==> src/ascp_pkg.sv <==
// Purpose: Shared constants and types of the serial command port
// Assumes: Widths fixed to the widest register variant
// Notes:   Register lengths are counted in serial bits

`default_nettype none

package ascp_pkg;

   localparam int          CMD_W       = 8;
   localparam int          DATA_W      = 24;
   localparam int          WEN_POS     = 7;
   localparam int          RW_POS      = 6;
   localparam int          RS_MSB      = 5;
   localparam int          RS_LSB      = 3;
   localparam int          CONTINUOUS_FETCH_BIT_POS   = 2;
   localparam logic [7:0]  CMD_RESET   = 8'h00;
   localparam logic [5:0]  ONES_LIMIT  = 6'h20;

   // Register select codes
   localparam logic [2:0]  CMD_OFFSET  = 3'h0;
   localparam logic [2:0]  SEL_STATUS  = 3'h0;
   localparam logic [2:0]  SEL_MODE    = 3'h1;
   localparam logic [2:0]  SEL_CONFIG  = 3'h2;
   localparam logic [2:0]  SEL_DATA    = 3'h3;
   localparam logic [2:0]  SEL_ID      = 3'h4;
   localparam logic [2:0]  SEL_IO      = 3'h5;
   localparam logic [2:0]  SEL_OFFSET  = 3'h6;
   localparam logic [2:0]  SEL_FSCALE  = 3'h7;

   localparam logic [4:0]  LEN_8       = 5'h08;
   localparam logic [4:0]  LEN_16      = 5'h10;
   localparam logic [4:0]  LEN_24      = 5'h18;

   typedef enum logic [3:0] {
      ST_CMD  = 4'b0001,
      ST_WR   = 4'b0010,
      ST_RD   = 4'b0100,
      ST_CONT = 4'b1000
   } ascp_state_t;

   function automatic logic [4:0] ascp_reg_len(input logic [2:0] sel);
      logic [4:0] len;
      len = LEN_8;
      unique case (sel)
         SEL_MODE, SEL_CONFIG:              len = LEN_16;
         SEL_DATA, SEL_OFFSET, SEL_FSCALE:  len = LEN_24;
         SEL_STATUS, SEL_ID, SEL_IO:        len = LEN_8;
      endcase
      return len;
   endfunction : ascp_reg_len

endpackage : ascp_pkg

`default_nettype wire

==> src/ascp_edge_if.sv <==
// Purpose: Carries sampled serial clock edges and data bit
// Assumes: Driven by the pin sampler only
// Notes:   sclk_rise is one clk_i cycle wide; din is a level

`timescale 1ns/100ps
`default_nettype none

interface ascp_edge_if;
   logic sclk_rise;
   logic din;

   modport src (output sclk_rise, output din);
   modport dst (input sclk_rise, input din);
endinterface : ascp_edge_if

`default_nettype wire

==> src/ascp_cmd_port.sv <==
// Purpose: Serial command front end of the converter
// Assumes: Host shifts on falling sclk edge, device samples on rising
// Notes:   DOUT doubles as a ready-low flag when not shifting

`timescale 1ns/100ps
`default_nettype none

// Functional notes
// - Command register is write only, never read
// - Command fixes next transfer, then await command
// - After reset, interface awaits command byte
// - Thirty-two ones on input reset everything
// - Command bits arrive most significant first
// - Leading one holds; zero gates seven bits
// - Bit six picks write or read
// - Bits five to three select register
// - Continuous bit with data select on a read streams data
// - Continuous mode still watches for commands
// - Command register resets to zero
// - Select codes map to fixed register lengths
module ascp_cmd_port
   import ascp_pkg::*;
(
   input  wire logic              clk_i,      // 25 MHz clock
   input  wire logic              resetn_i,   // Sync reset, active low
   input  wire logic              sclk_i,     // Serial clock pin
   input  wire logic              din_i,      // Serial data in pin
   output var  logic              dout_o,     // Serial data out / ready
   input  wire logic              conv_rdy_i, // New conversion waiting
   output var  logic [2:0]        rd_sel_o,   // Register being read
   input  wire logic [DATA_W-1:0] rd_data_i,  // Read data, right aligned
   output var  logic              rd_done_o,  // Read finished pulse
   output var  logic              wr_stb_o,   // Write data valid pulse
   output var  logic [2:0]        wr_sel_o,   // Register being written
   output var  logic [DATA_W-1:0] wr_data_o,  // Write data, right aligned
   output var  logic              cont_o,     // Continuous read active
   output var  logic              part_rst_o  // Whole part reset pulse
);

   import ascp_pkg::*;

   ascp_edge_if edges ();

   ascp_pin_sampler u_sampler (
      .clk_i    (clk_i),
      .resetn_i (resetn_i),
      .sclk_i   (sclk_i),
      .din_i    (din_i),
      .edges    (edges.src)
   );

   logic ones_rst;

   ascp_ones_det u_ones (
      .clk_i      (clk_i),
      .resetn_i   (resetn_i),
      .edges      (edges.dst),
      .part_rst_o (ones_rst)
   );

   ascp_state_t       state;
   logic [7:0]        command_byte_reg;
   logic              cmd_open;
   logic [2:0]        cmd_cnt;
   logic [5:0]        cmd_sh;
   logic [DATA_W-1:0] sh;
   logic [4:0]        bit_cnt;
   logic [4:0]        xfer_len;
   logic              loaded;
   logic              cont_busy;
   logic              cont_armed;
   logic              rst_all;
   logic              rise;
   logic              cmd_take;
   logic [7:0]        next_cmd;
   logic [2:0]        next_sel;
   logic              cont_exit;
   logic              rd_last;
   logic              wr_last;
   logic              cont_last;
   logic              cont_load;

   assign rst_all  = !resetn_i || ones_rst;
   assign rise     = edges.sclk_rise;

   // Command capture runs in idle and in continuous mode alike
   assign cmd_take = rise && cmd_open && (cmd_cnt == 3'h6)
                     && (state == ST_CMD || state == ST_CONT);
   assign next_cmd = {1'b0, cmd_sh, edges.din};
   assign next_sel = next_cmd[RS_MSB:RS_LSB];
   assign cont_exit = next_cmd[RW_POS] && (next_sel == SEL_DATA)
                      && !next_cmd[CONTINUOUS_FETCH_BIT_POS];

   assign rd_last   = rise && loaded && (state == ST_RD)
                      && (bit_cnt == xfer_len - 5'h01);
   assign wr_last   = rise && (state == ST_WR)
                      && (bit_cnt == xfer_len - 5'h01);
   assign cont_last = rise && cont_busy && (bit_cnt == LEN_24 - 5'h01);
   assign cont_load = (state == ST_CONT) && !cont_busy && cont_armed
                      && conv_rdy_i;

   always_ff @(posedge clk_i) begin
      if (rst_all) begin
         cmd_open <= 1'b0;
         cmd_cnt  <= 3'h0;
         cmd_sh   <= 6'h00;
      end else if (state == ST_WR || state == ST_RD) begin
         cmd_open <= 1'b0;
         cmd_cnt  <= 3'h0;
      end else if (rise) begin
         if (!cmd_open) begin
            cmd_open <= !edges.din;
            cmd_cnt  <= 3'h0;
         end else if (cmd_take) begin
            cmd_open <= 1'b0;
            cmd_cnt  <= 3'h0;
         end else begin
            cmd_sh  <= {cmd_sh[4:0], edges.din};
            cmd_cnt <= cmd_cnt + 3'h1;
         end
      end
   end

   always_ff @(posedge clk_i) begin
      if (rst_all) begin
         command_byte_reg <= CMD_RESET;
      end else if (cmd_take && state == ST_CMD) begin
         command_byte_reg <= next_cmd;
      end
   end

   always_ff @(posedge clk_i) begin
      if (rst_all) begin
         state    <= ST_CMD;
         xfer_len <= LEN_8;
         rd_sel_o <= SEL_STATUS;
         wr_sel_o <= SEL_STATUS;
      end else begin
         unique case (state)
            ST_CMD: begin
               if (cmd_take) begin
                  xfer_len <= ascp_reg_len(next_sel);
                  if (!next_cmd[RW_POS]) begin
                     wr_sel_o <= next_sel;
                     // Selecting the command slot again just re-arms
                     if (next_sel != CMD_OFFSET) begin
                        state <= ST_WR;
                     end
                  end else begin
                     rd_sel_o <= next_sel;
                     if (next_sel == SEL_DATA && next_cmd[CONTINUOUS_FETCH_BIT_POS]) begin
                        state <= ST_CONT;
                     end else begin
                        state <= ST_RD;
                     end
                  end
               end
            end
            ST_WR: begin
               if (wr_last) begin
                  state <= ST_CMD;
               end
            end
            ST_RD: begin
               if (rd_last) begin
                  state <= ST_CMD;
               end
            end
            ST_CONT: begin
               // Anything but the exit command is dropped
               if (cmd_take && cont_exit) begin
                  state    <= ST_RD;
                  xfer_len <= LEN_24;
                  rd_sel_o <= SEL_DATA;
               end
            end
         endcase
      end
   end

   // One shift register serves reads, writes and streaming
   always_ff @(posedge clk_i) begin
      if (rst_all) begin
         sh         <= '0;
         bit_cnt    <= 5'h00;
         loaded     <= 1'b0;
         cont_busy  <= 1'b0;
         cont_armed <= 1'b1;
      end else begin
         unique case (state)
            ST_CMD: begin
               // Cleared so short writes stay right aligned
               sh        <= '0;
               bit_cnt   <= 5'h00;
               loaded    <= 1'b0;
               cont_busy <= 1'b0;
            end
            ST_WR: begin
               if (rise) begin
                  sh      <= {sh[DATA_W-2:0], edges.din};
                  bit_cnt <= bit_cnt + 5'h01;
               end
            end
            ST_RD: begin
               cont_busy <= 1'b0;
               // rd_sel_o settled a cycle ago; sclk is far slower
               if (!loaded) begin
                  sh      <= rd_data_i << (5'(DATA_W) - xfer_len);
                  bit_cnt <= 5'h00;
                  loaded  <= 1'b1;
               end else if (rise) begin
                  sh      <= {sh[DATA_W-2:0], 1'b0};
                  bit_cnt <= bit_cnt + 5'h01;
               end
            end
            ST_CONT: begin
               loaded <= 1'b0;
               if (!conv_rdy_i) begin
                  cont_armed <= 1'b1;
               end
               if (cont_load) begin
                  sh         <= rd_data_i;
                  bit_cnt    <= 5'h00;
                  cont_busy  <= 1'b1;
                  cont_armed <= 1'b0;
               end else if (rise && cont_busy) begin
                  sh      <= {sh[DATA_W-2:0], 1'b0};
                  bit_cnt <= bit_cnt + 5'h01;
                  if (cont_last) begin
                     cont_busy <= 1'b0;
                  end
               end
            end
         endcase
      end
   end

   always_ff @(posedge clk_i) begin
      if (rst_all) begin
         wr_stb_o  <= 1'b0;
         wr_data_o <= '0;
         rd_done_o <= 1'b0;
      end else begin
         wr_stb_o  <= wr_last;
         rd_done_o <= rd_last || cont_last;
         if (wr_last) begin
            wr_data_o <= {sh[DATA_W-2:0], edges.din};
         end
      end
   end

   // Idle output shows ready low so the host can poll the pin
   always_ff @(posedge clk_i) begin
      if (rst_all) begin
         dout_o <= 1'b1;
      end else if ((state == ST_RD && loaded) || cont_busy) begin
         dout_o <= sh[DATA_W-1];
      end else begin
         dout_o <= !conv_rdy_i;
      end
   end

   always_ff @(posedge clk_i) begin
      if (!resetn_i) begin
         cont_o     <= 1'b0;
         part_rst_o <= 1'b0;
      end else begin
         cont_o     <= (state == ST_CONT) && !ones_rst;
         part_rst_o <= ones_rst;
      end
   end
endmodule : ascp_cmd_port

`default_nettype wire

==> src/ascp_ones_det.sv <==
// Purpose: Spots a run of ones on the data line, counted on sclk rising edges
// Assumes: Data sampled on serial clock rising edges
// Notes:   Runs in every state, so long writes of ones also reset

`timescale 1ns/100ps
`default_nettype none

module ascp_ones_det
   import ascp_pkg::*;
(
   input  wire logic clk_i,       // System clock
   input  wire logic resetn_i,    // Sync reset, active low
   ascp_edge_if.dst  edges,       // Sampled edges in
   output var  logic part_rst_o   // One-cycle reset pulse
);

   logic [5:0] ones_cnt;

   always_ff @(posedge clk_i) begin
      if (!resetn_i) begin
         ones_cnt   <= 6'h00;
         part_rst_o <= 1'b0;
      end else begin
         part_rst_o <= 1'b0;
         if (edges.sclk_rise) begin
            if (!edges.din) begin
               ones_cnt <= 6'h00;
            end else if (ones_cnt == ONES_LIMIT - 6'h01) begin
               ones_cnt   <= 6'h00;
               part_rst_o <= 1'b1;
            end else begin
               ones_cnt <= ones_cnt + 6'h01;
            end
         end
      end
   end

endmodule : ascp_ones_det

`default_nettype wire

==> src/ascp_pin_sampler.sv <==
// Purpose: Brings serial clock and data pins into the clk_i domain
// Assumes: Serial clock far slower than clk_i
// Notes:   Edges come from the second stage only

`timescale 1ns/100ps
`default_nettype none

module ascp_pin_sampler (
   input  wire logic clk_i,     // System clock
   input  wire logic resetn_i,  // Sync reset, active low
   input  wire logic sclk_i,    // Serial clock pin
   input  wire logic din_i,     // Serial data pin
   ascp_edge_if.src  edges      // Sampled edges out
);

   logic [1:0] pins;
   logic [1:0] meta;
   logic [1:0] sync;
   logic       sclk_prev;

   assign pins = {din_i, sclk_i};

   // Both pins in one process so each vector has a single writer
   always_ff @(posedge clk_i) begin
      if (!resetn_i) begin
         meta <= 2'h3;
         sync <= 2'h3;
      end else begin
         meta <= pins;
         sync <= meta;
      end
   end

   always_ff @(posedge clk_i) begin
      if (!resetn_i) begin
         sclk_prev <= 1'b1;
      end else begin
         sclk_prev <= sync[0];
      end
   end

   assign edges.sclk_rise = sync[0] & ~sclk_prev;
   assign edges.din       = sync[1];

endmodule : ascp_pin_sampler

`default_nettype wire

==> config.mk <==
export PLATFORM = sky130hd
export DESIGN_NAME = ascp_cmd_port
export DESIGN_NICKNAME = d
export VERILOG_FILES = /design/src/ascp_pkg.sv /design/src/ascp_edge_if.sv /design/src/ascp_cmd_port.sv /design/src/ascp_ones_det.sv /design/src/ascp_pin_sampler.sv
export SDC_FILE = /design/constraint.sdc
export NUM_CORES = 1
export LEC_CHECK = 0
export BUFFER_PORTS_ARGS = -buffer_cell sky130_fd_sc_hd__buf_4
export CORE_ASPECT_RATIO = 0.8
export CORE_MARGIN = 4
export CORE_UTILIZATION = 51
export DETAILED_ROUTE_END_ITERATION = 16
export PLACE_DENSITY_LB_ADDON = 0.08
export SYNTH_ARGS = -nofsm -noshare
export SYNTH_HDL_FRONTEND = slang
export SYNTH_HIERARCHICAL = 1
export SYNTH_SLANG_ARGS = --single-unit
==> constraint.sdc <==
create_clock -name clk_i -period 2.6 [get_ports clk_i]
set_input_delay 0.52 -clock clk_i [delete_from_list [all_inputs] [get_ports clk_i]]
set_output_delay 0.52 -clock clk_i [all_outputs]
set_load 0.005 [all_outputs]
==> impl_metrics.py, run 1 <==
metrics = {
    "routing": {
        "drcViolationCount": 0,
        "postRouteAntennaNets": 0,
        "vias": 4047,
        "drt-vias-per-instance": 5.86,
        "first_iter_violations": 425,
        "routed_wl_mm": 11.3,
        "firstDrtPassIters": 7,
        "drt-wirelength-per-cell_um": 16.4,
    },
    "power_and_ir_drop": {
        "switching_share_pct": 22.5,
        "clkPwrFrac_pct": 38.5,
        "power_frac_comb_pct": 3.9,
        "powerDensity_mw_per_mm2": 498,
        "p_int_uw": 2010,
        "p_seq_share_pct": 57.6,
        "p_leak_uw": 0.00190,
        "p_sw_uw": 583,
        "ir_drop_mv": 0.303,
    },
    "logic_synthesis": {
        "ys_ff_latch": 97,
        "syn_inst": 520,
        "yosys.cell_types.count": 66,
        "synthFlopType": "dfxtp_1",
        "syn_area_per_cell_sq_um": 8.57,
        "ys_seq_area_share_pct": 43.6,
        "synthArstFlopShare_pct": 0,
        "synth_fp_nets": 554,
        "synthesis.area_sq_mm": 0.00445,
        "synth_edf_count": 0,
        "yosys_warnings": 6,
    },
    "timing": {
        "tightest_slew_ns": 0.573,
        "slew_headroom_pct": 61.8,
        "hold_viol_final": 0,
        "fin_hold_ws_ns": 0.337,
        "setup_viol": 0,
        "min_period_over_period_pct": 89.7,
        "finClkSkew_ns": 0.0110,
        "min_period_ns": 2.33,
        "slew_viol_final": 0,
        "clock.fmax_mhz": 429,
        "rsz0062_at_grt": "false",
        "setup_tns_ns": 0,
    },
    "setup_path": {
        "cp-start-kind": "register",
        "crit_arrival_ns": 2.61,
        "slowest_stage": "dfxtp_1",
        "cpLargestDelayFamily": "compound AO/OA/AOI/OAI gates",
        "reg2regPathDepth": 9,
        "crit_buf_inv": 1,
        "critPathKind": "register to register",
        "crit_required_ns": 2.88,
        "crit_chain": "xor2_1, nand2_1, o2111ai_4, mux2i_1, nand2b_1, ha_1, inv_1, o22ai_1, a211oi_1",
        "cp-end-kind": "register",
        "cp_slowest_stage_delay_ns": 0.60,
        "critical_path_depth": 9,
        "crit_fanout": 13,
    },
    "clocking": {
        "path_clk_slew_ns": 0.09,
        "htreeDepth": 3,
        "cts_buffer_depth": 2,
        "holdBufCountCts": 0,
        "numCtsBuffers": 9,
        "cts_tree": "yes",
        "postCtsSetupBuffers": 0,
        "clk_latency_ns": 0.37,
        "cts_root_buf": "clkbuf_8",
        "cts_resized": 0,
        "cts.sinks": 97,
    },
    "finish": {
        "fin_nets": 608,
        "multi_input_area_sq_mm": 0.00230,
        "insertedDiodeCount": 0,
        "areaGrowthSynthToFinish_pct": 16.9,
        "seq_area_sq_mm": 0.00194,
        "fill_cells": 777,
        "drive_gt1_share_pct": 19.9,
    },
    "worst_hold_path": {
        "min_path_type": "input port to register",
        "hold-path-cell-count": 2,
    },
    "global_route": {
        "grt_pass1_vias": 3631,
        "antenna_found_initial": 0,
        "grt_max_degree": 28,
        "gr-total-overflow": 0,
        "grt_usage_pct": 22.2,
        "grt_first_pass_wirelength_mm": 18.7,
    },
    "floorplanning": {
        "initial_core_util_pct": 52.5,
        "rows": 30,
        "core_area_sq_mm": 0.00848,
        "dieWidth_um": 112,
        "die_height_um": 91.6,
        "io_pins": 64,
        "die_area_sq_mm": 0.0103,
    },
    "flow_run": {
        "maxCapViolCount": 0,
    },
    "placed_design": {
        "dpl.hpwl_mm": 8.17,
        "gp_congestion": 0.885,
        "port_buffers": 63,
    },
    "run_status": {
        "status": "completed",
    },
}
[final timing paths]
check / start / endpoint / slack (ns)
max: state[0] / register / 0.27
min: din_i / u_sampler/meta[1] / 0.34
max reg2reg: state[0] / register / 0.27
min reg2reg: u_sampler/meta[1] / u_sampler/sync[1] / 0.42
[registers in the layout (all words and copies together) (netlist names), 2 cells and up, named ones only]
register         cells
u_sampler/sync       2
wr_data_o           24
cmd_sh               6
u_sampler/meta       2
rd_sel_o             3
xfer_len             2
u_ones/ones_cnt      6
bit_cnt              5
cmd_cnt              3
state                4
sh                  24
wr_sel_o             3
[synth_stat cells, types with 3 or more instances]
cell | n | area share, %
clkbuf_1 | 10 | 0.84
nand4_1 | 6 | 0.84
a211oi_1 | 3 | 0.51
o211ai_1 | 3 | 0.51
a31oi_1 | 5 | 0.70
ha_1 | 5 | 1.4
buf_4 | 7 | 1.2
o21ai_1 | 22 | 2.5
o21ai_0 | 12 | 1.3
a21oi_1 | 44 | 4.9
inv_1 | 11 | 0.93
and2_1 | 7 | 0.98
xnor2_1 | 3 | 0.59
dfxtp_1 | 97 | 44
nand2_1 | 93 | 7.8
nor2_1 | 33 | 2.8
a22oi_1 | 7 | 1.2
buf_2 | 10 | 1.1
nand2b_1 | 13 | 1.8
nor2b_1 | 10 | 1.4
nand3b_1 | 3 | 0.51
nand3_1 | 10 | 1.1
clkbuf_2 | 4 | 0.45
nand4b_1 | 5 | 0.98
a222oi_1 | 15 | 3.4
mux2i_1 | 9 | 2.0
nor3_1 | 11 | 1.2
mux2_2 | 7 | 1.8
a22o_1 | 9 | 1.8
[final cells by class]
type / count / area share [%]
Tap cell: 112 / 2.69
Timing Repair Buffer: 77 / 11.1
Clock inverter: 6 / 1.25
Sequential cell: 97 / 37.3
Inverter: 11 / 0.793
Multi-Input combinational cell: 378 / 44.2
Clock buffer: 10 / 2.64
[routing by layer]
layer	up-vias	track usage (%)	share of wire [%]	routed length, um
li1	1979	-	-	-
met1	1889	33.3	49	5540
met2	164	31.7	42	4750
met3	15	5.33	8.1	919
met4	0	5.81	1.1	121
met5	-	0	0	0
[power by group through the flow]
stage	logic, uW	registers [uW]	clock network [uW]
after detailed placement	97.8	1530	0
after CTS	98.5	1490	1030
after floorplan	39.2	1530	0
after global placement	97.8	1530	0
final	100	1490	999
after global routing	107	1500	1080
[cell usage in the layout, fill, tap and decap left out, drive strengths merged, types with 10 or more instances in the layout]
cell type,netlist,layout
a21oi,44,44
dfxtp,97,97
inv,11,13
buf,20,77
clkbuf,14,10
nand2,93,93
nand2b,13,13
nor2b,10,10
a222oi,15,15
nor2,34,34
nand3,11,11
nor3,12,12
o21ai,35,35
[stage by stage]
stage	cell area, sq um	utilization, %	total power, uW	cells	setup WS, ns
floorplan	4450	-	1570	520	0.0177
global placement	4990	58.8	1630	675	0.371
detailed placement	4990	58.8	1630	675	0.162
CTS	5190	61.2	2620	691	0.140
global route	5210	61.4	2680	691	0.0569
finish	5210	61.4	2590	691	0.269
[cells by family (layout without fill, tap and decap cells)]
kind of cell             Yosys count  count (layout)  synth area share (%)
AND/OR/NAND/NOR                  210             210                  23.3
flip-flops                        97              97                  43.6
multiplexers                      16              16                  3.79
XOR/XNOR                           5               5                  1.29
buffers and inverters             45             104                  5.11
adder cells (fa/ha/maj)            5               5                  1.40
AO/OA/AOI/OAI                    142             142                  21.5
(Power assumes the default switching activity.)
==> inputs of run 2 (changes only) <==
==> constraint.sdc (replaced) <==
create_clock -name clk_i -period 2.6 [get_ports clk_i]
set_input_delay 0.26 -clock clk_i [delete_from_list [all_inputs] [get_ports clk_i]]
set_output_delay 0.26 -clock clk_i [all_outputs]
set_load 0.005 [all_outputs]
==> run 2 against run 1 <==
Against the previous run:
- clock skew fell by 0.0017 ns
- setup slack gained 0.036 ns
- highest routed layer unchanged
- largest cell class unchanged
- largest power group unchanged
- first-iteration DRC count shrank 0.71%
- critical path depth unchanged
==> impl_metrics.py, run 2 (synthesized netlist as in run 1, its figures left out) <==
metrics = {
    "finish": {
        "multi_input_area_sq_mm": 0.00230,
        "insertedDiodeCount": 0,
        "reg_top3": "sh x24, wr_data_o x24",
        "fill_cells": 785,
        "drive_gt1_share_pct": 19.5,
        "areaGrowthSynthToFinish_pct": 17.1,
        "fin_nets": 608,
        "layout_common_cells": "dfxtp_1 (97), nand2_1 (93), buf_4 (77), a21oi_1 (44), nor2_1 (33)",
        "layout_commonest_cell": "dfxtp_1",
        "fin_util_pct": 61.5,
        "seq_area_sq_mm": 0.00194,
    },
    "timing": {
        "rsz0062_at_grt": "false",
        "min_period_ns": 2.30,
        "clock.fmax_mhz": 436,
        "setup_tns_ns": 0,
        "finClkSkew_ns": 0.00934,
        "setup_viol": 0,
        "tightest_slew_ns": 0.663,
        "slew_viol_final": 0,
        "hold_viol_final": 0,
        "min_period_over_period_pct": 88.3,
        "slew_headroom_pct": 55.8,
        "fin_hold_ws_ns": 0.0717,
    },
    "global_route": {
        "antenna_found_initial": 0,
        "grt_pass1_vias": 3679,
        "grt_first_pass_wirelength_mm": 18.7,
        "use_met3_pct": 6.40,
        "grt_use_met2_pct": 32.0,
        "grt_usage_pct": 22.3,
        "gr-total-overflow": 0,
        "grt_use_met1_pct": 32.5,
        "grt_max_degree": 31,
        "grt.busiest_layer": "met1",
    },
    "run_status": {
        "status": "completed",
    },
    "floorplanning": {
        "initial_core_util_pct": 52.5,
        "io_pins": 64,
        "dieWidth_um": 112,
        "rows": 30,
        "die_height_um": 91.6,
        "core_area_sq_mm": 0.00848,
        "die_area_sq_mm": 0.0103,
    },
    "setup_path": {
        "cp-end-kind": "register",
        "critPathKind": "register to register",
        "r2r_slack_ns": 0.30,
        "cp-start-kind": "register",
        "crit_fanout": 13,
        "crit_arrival_ns": 2.59,
        "reg2regPathDepth": 9,
        "crit_required_ns": 2.90,
        "crit_start": "state[0]",
        "r2r-start": "state[0]",
    },
    "clocking": {
        "cts_root_buf": "clkbuf_8",
        "cts_buffer_depth": 2,
        "numCtsBuffers": 9,
        "cts_tree": "yes",
        "cts.sinks": 97,
        "path_clk_slew_ns": 0.09,
        "htreeDepth": 3,
        "clk_latency_ns": 0.37,
    },
    "placed_design": {
        "port_buffers": 63,
        "dpl.hpwl_mm": 8.04,
        "gp_congestion": 0.881,
    },
    "power_and_ir_drop": {
        "powerDensity_mw_per_mm2": 508,
        "p_leak_uw": 0.00189,
        "ir_drop_mv": 0.429,
    },
    "routing": {
        "postRouteAntennaNets": 0,
        "vias": 4004,
        "routed_wl_mm": 11.4,
        "drcViolationCount": 0,
        "drt-wirelength-per-cell_um": 16.5,
        "first_iter_violations": 422,
        "drt-vias-per-instance": 5.79,
        "firstDrtPassIters": 8,
    },
    "flow_run": {
        "maxCapViolCount": 0,
    },
    "worst_hold_path": {
        "min_path_type": "input port to register",
    },
}
[run 2: cell count changes in the layout (fill, tap and decap cells not counted)]
cell / previous run / this run
clkbuf_1: 0 / 2
inv_6: 2 / 0
bufinv_16: 1 / 2
clkbuf_8: 10 / 9
clkinv_2: 2 / 1
clkinvlp_4: 1 / 2
[run 2: layout make-up]
cell class,count,share of cell area (%)
well taps,112,2.69
flip-flops and latches,97,37.2
clock inverters,5,1.54
clock buffers,11,2.52
inverters,11,0.792
repair buffers,77,11.1
multi-input cells,378,44.1
[run 2: repair_timing]
action | 4_1_cts | 5_1_grt
hold buffers | 0 | 0
endpoints found under the setup margin | 0 | 1
gates resized for setup | 0 | 2
buffers inserted | 0 | 0
[run 2: worst min path at each step]
stage	startpoint	endpoint	cells after the start
after detailed placement	u_sampler/meta[1]	u_sampler/sync[1]	1
after CTS	din_i	u_sampler/meta[1]	2
after global placement	u_sampler/meta[1]	u_sampler/sync[1]	1
final	din_i	u_sampler/meta[1]	2
after global routing	din_i	u_sampler/meta[1]	2
after floorplan	resetn_i	u_sampler/sclk_prev	1
[run 2: metal layers]
metal  wire length (um)  part of all wire, %
met4                107                 0.94
met1               5590                   49
met3                811                  7.1
met2               4870                   43
met5                  0                    0
[run 2: power by group]
part           internal, uW  switching [uW]
registers              1490            4.83
clock network           541             517
logic                  46.2            54.1
[run 2: per-stage QoR]
step	cells	worst slack (ns)	area (sq um)	total power (uW)
2_1_floorplan	520	0.0177	4450	1570
3_3_place_gp	675	0.359	4990	1630
3_5_place_dp	675	0.247	4990	1630
4_1_cts	691	0.219	5200	2680
5_1_grt	691	0.0731	5220	2740
6_report	691	0.304	5220	2650
[run 2: critical path, cell delays in order (launching register included)]
cell       delay, ns
dfxtp_1         0.60
xor2_1          0.20
nand2_1         0.15
o2111ai_4       0.37
mux2i_1         0.16
nand2b_1        0.17
ha_1            0.19
inv_1           0.07
o22ai_1         0.07
a211oi_1        0.24
==> inputs of run 3 (changes only) <==
--- a/config.mk
+++ b/config.mk
@@ -8,9 +8,11 @@
 export BUFFER_PORTS_ARGS = -buffer_cell sky130_fd_sc_hd__buf_4
 export CORE_ASPECT_RATIO = 0.8
 export CORE_MARGIN = 4
-export CORE_UTILIZATION = 51
+export CORE_UTILIZATION = 57
 export DETAILED_ROUTE_END_ITERATION = 16
+export HOLD_SLACK_MARGIN = 0.1
 export PLACE_DENSITY_LB_ADDON = 0.08
+export SLEW_MARGIN = 20
 export SYNTH_ARGS = -nofsm -noshare
 export SYNTH_HDL_FRONTEND = slang
 export SYNTH_HIERARCHICAL = 1
==> constraint.sdc (replaced) <==
create_clock -name clk_i -period 2.3 [get_ports clk_i]
set_input_delay 0.23 -clock clk_i [delete_from_list [all_inputs] [get_ports clk_i]]
set_output_delay 0.23 -clock clk_i [all_outputs]
set_load 0.005 [all_outputs]
==> run 3 against run 2 <==
Against the previous run:
- global-route usage up 4.1 points
- register-to-register slack worse by 0.16 ns
- via count up 2.8%
- setup slack worse by 0.16 ns
- clock skew up 0.0053 ns
- sequential share of layout area down 0.78 points
- critical path depth up 1
- highest routed layer unchanged
==> impl_metrics.py, run 3 (synthesized netlist as in run 1, its figures left out) <==
metrics = {
    "routing": {
        "postRouteAntennaNets": 0,
        "vias": 4118,
        "drt-vias-per-instance": 5.93,
        "first_iter_violations": 439,
        "drcViolationCount": 0,
        "drt-wirelength-per-cell_um": 16.9,
        "firstDrtPassIters": 7,
        "routed_wl_mm": 11.8,
    },
    "timing": {
        "clock.fmax_mhz": 464,
        "rsz0062_at_grt": "false",
        "tightest_slew_ns": 0.747,
        "setup_tns_ns": 0,
        "setup_viol": 0,
        "hold_viol_final": 0,
        "min_period_ns": 2.15,
        "slew_headroom_pct": 50.1,
        "slew_viol_final": 0,
        "min_period_over_period_pct": 93.6,
        "finClkSkew_ns": 0.0147,
    },
    "power_and_ir_drop": {
        "powerDensity_mw_per_mm2": 535,
        "p_seq_share_pct": 59.1,
        "power_frac_comb_pct": 4.2,
        "clkPwrFrac_pct": 36.7,
        "p_int_uw": 2220,
        "p_sw_uw": 636,
        "p_leak_uw": 0.00196,
        "power_uw": 2860,
        "switching_share_pct": 22.2,
        "ir_drop_mv": 0.456,
    },
    "setup_path": {
        "critPathKind": "register to register",
        "crit_fanout": 4,
        "critical_path_depth": 10,
        "crit_chain": "inv_1, ha_1, nand4_1, o2111ai_4, mux2i_1, nand2b_1, ha_1, inv_1, o22ai_1, a211oi_1",
        "crit_arrival_ns": 2.43,
        "reg2regPathDepth": 10,
        "cp-end-kind": "register",
        "r2r-start": "cmd_cnt[0]",
        "cpLargestDelayFamily": "compound AO/OA/AOI/OAI gates",
        "crit_buf_inv": 2,
        "cp-start-kind": "register",
        "cp_slowest_stage_delay_ns": 0.33,
        "crit_required_ns": 2.58,
        "r2r_slack_ns": 0.15,
        "slowest_stage": "o2111ai_4",
    },
    "worst_hold_path": {
        "hold_end": "sh[16]",
        "hold-path-cell-count": 3,
        "worstHoldStart": "rd_data_i[16]",
        "min_path_type": "input port to register",
    },
    "floorplanning": {
        "dieWidth_um": 107,
        "initial_core_util_pct": 59.4,
        "die_area_sq_mm": 0.00930,
        "io_pins": 64,
        "core_area_sq_mm": 0.00750,
        "rows": 28,
        "die_height_um": 87.1,
    },
    "placed_design": {
        "dpl.hpwl_mm": 8.33,
        "gp_congestion": 0.958,
        "port_buffers": 63,
    },
    "finish": {
        "drive_gt1_share_pct": 21.5,
        "reg_top3": "sh x24, wr_data_o x24",
        "insertedDiodeCount": 0,
        "fill_cells": 665,
        "fin_nets": 619,
        "layout_common_cells": "nand2_1 (93), dfxtp_1 (93), buf_4 (80), a21oi_1 (44), nor2_1 (33)",
        "areaGrowthSynthToFinish_pct": 19.9,
    },
    "clocking": {
        "cts_tree": "yes",
        "cts.sinks": 97,
        "cts_buffer_depth": 2,
        "htreeDepth": 3,
        "path_clk_slew_ns": 0.09,
        "clk_latency_ns": 0.37,
        "numCtsBuffers": 9,
        "cts_root_buf": "clkbuf_8",
    },
    "global_route": {
        "grt_usage_pct": 26.4,
        "grt_pass1_vias": 3867,
        "gr-total-overflow": 0,
        "grt_max_degree": 32,
        "grt_first_pass_wirelength_mm": 19.5,
        "antenna_found_initial": 0,
    },
    "flow_run": {
        "maxCapViolCount": 0,
    },
    "run_status": {
        "status": "completed",
    },
}
## run 3: changes by cell type in the layout (fill, tap and decap cells not counted), sizes merged
cell and delta:
buf +7, dlygate4sd3 +4, bufinv -2, clkinv +2, clkbuf +1, clkinvlp -1
## run 3: what timing repair did
item / 4_1_cts / 5_1_grt
hold endpoints to repair: 5 / 0
hold buffers: 4 / 0
setup buffers: 0 / 2
endpoints found under the setup margin: 0 / 12
resized for setup: 0 / 5
## run 3: cell type report
cell class	count	area (sq um)	area share (%)
Clock inverter	4	26.3	0.492
Clock buffer	12	165	3.09
Timing Repair Buffer	88	721	13.5
Multi-Input combinational cell	378	2310	43.2
Sequential cell	97	1950	36.5
Tap cell	105	131	2.46
Inverter	11	41.3	0.773
## run 3: worst max-delay path by stage
stage,startpoint,to,slack (ns)
2_1_floorplan,u_sampler/sync[0],register,0.04
3_3_place_gp,state[3],register,0.24
3_5_place_dp,state[3],register,0.13
4_1_cts,state[3],register,0.05
5_1_grt,state[0],sh[21],0.01
6_report,cmd_cnt[0],register,0.15
## run 3: power groups by stage
| stage | Sequential (uW) | Combinational (uW) | Clock, uW |
|---|---|---|---|
| floorplan | 1730 | 45.1 | 0 |
| global placement | 1730 | 112 | 0 |
| detailed placement | 1730 | 113 | 0 |
| CTS | 1690 | 119 | 1070 |
| global route | 1690 | 129 | 1150 |
| finish | 1690 | 121 | 1050 |
## run 3: tightest hold or removal path, delay by kind of cell
kind | cells | cell delay (ns)
buffers and inverters | 1 | 0.08
AOI/OAI and AO/OA | 2 | 0.17
## run 3: layer usage
layer | global-route usage, % | vias to the layer above | share of wire [%]
li1 | - | 1998 | -
met1 | 37.1 | 1929 | 46
met2 | 40.2 | 171 | 45
met3 | 5.78 | 20 | 7.6
met4 | 9.41 | 0 | 1.6
met5 | 0 | - | 0
## run 3: per-stage QoR
step / hold WS, ns / cells / cell area, sq um / utilization [%] / setup slack, ns
CTS: 0.134 / 693 / 5320 / 70.9 / 0.0525
detailed placement: 0.400 / 673 / 5090 / 67.8 / 0.130
global route: 0.140 / 695 / 5340 / 71.2 / 0.0132
finish: 0.145 / 695 / 5340 / 71.2 / 0.146
global placement: 0.401 / 673 / 5090 / 67.8 / 0.239
floorplan: 0.303 / 520 / 4470 / - / 0.0402
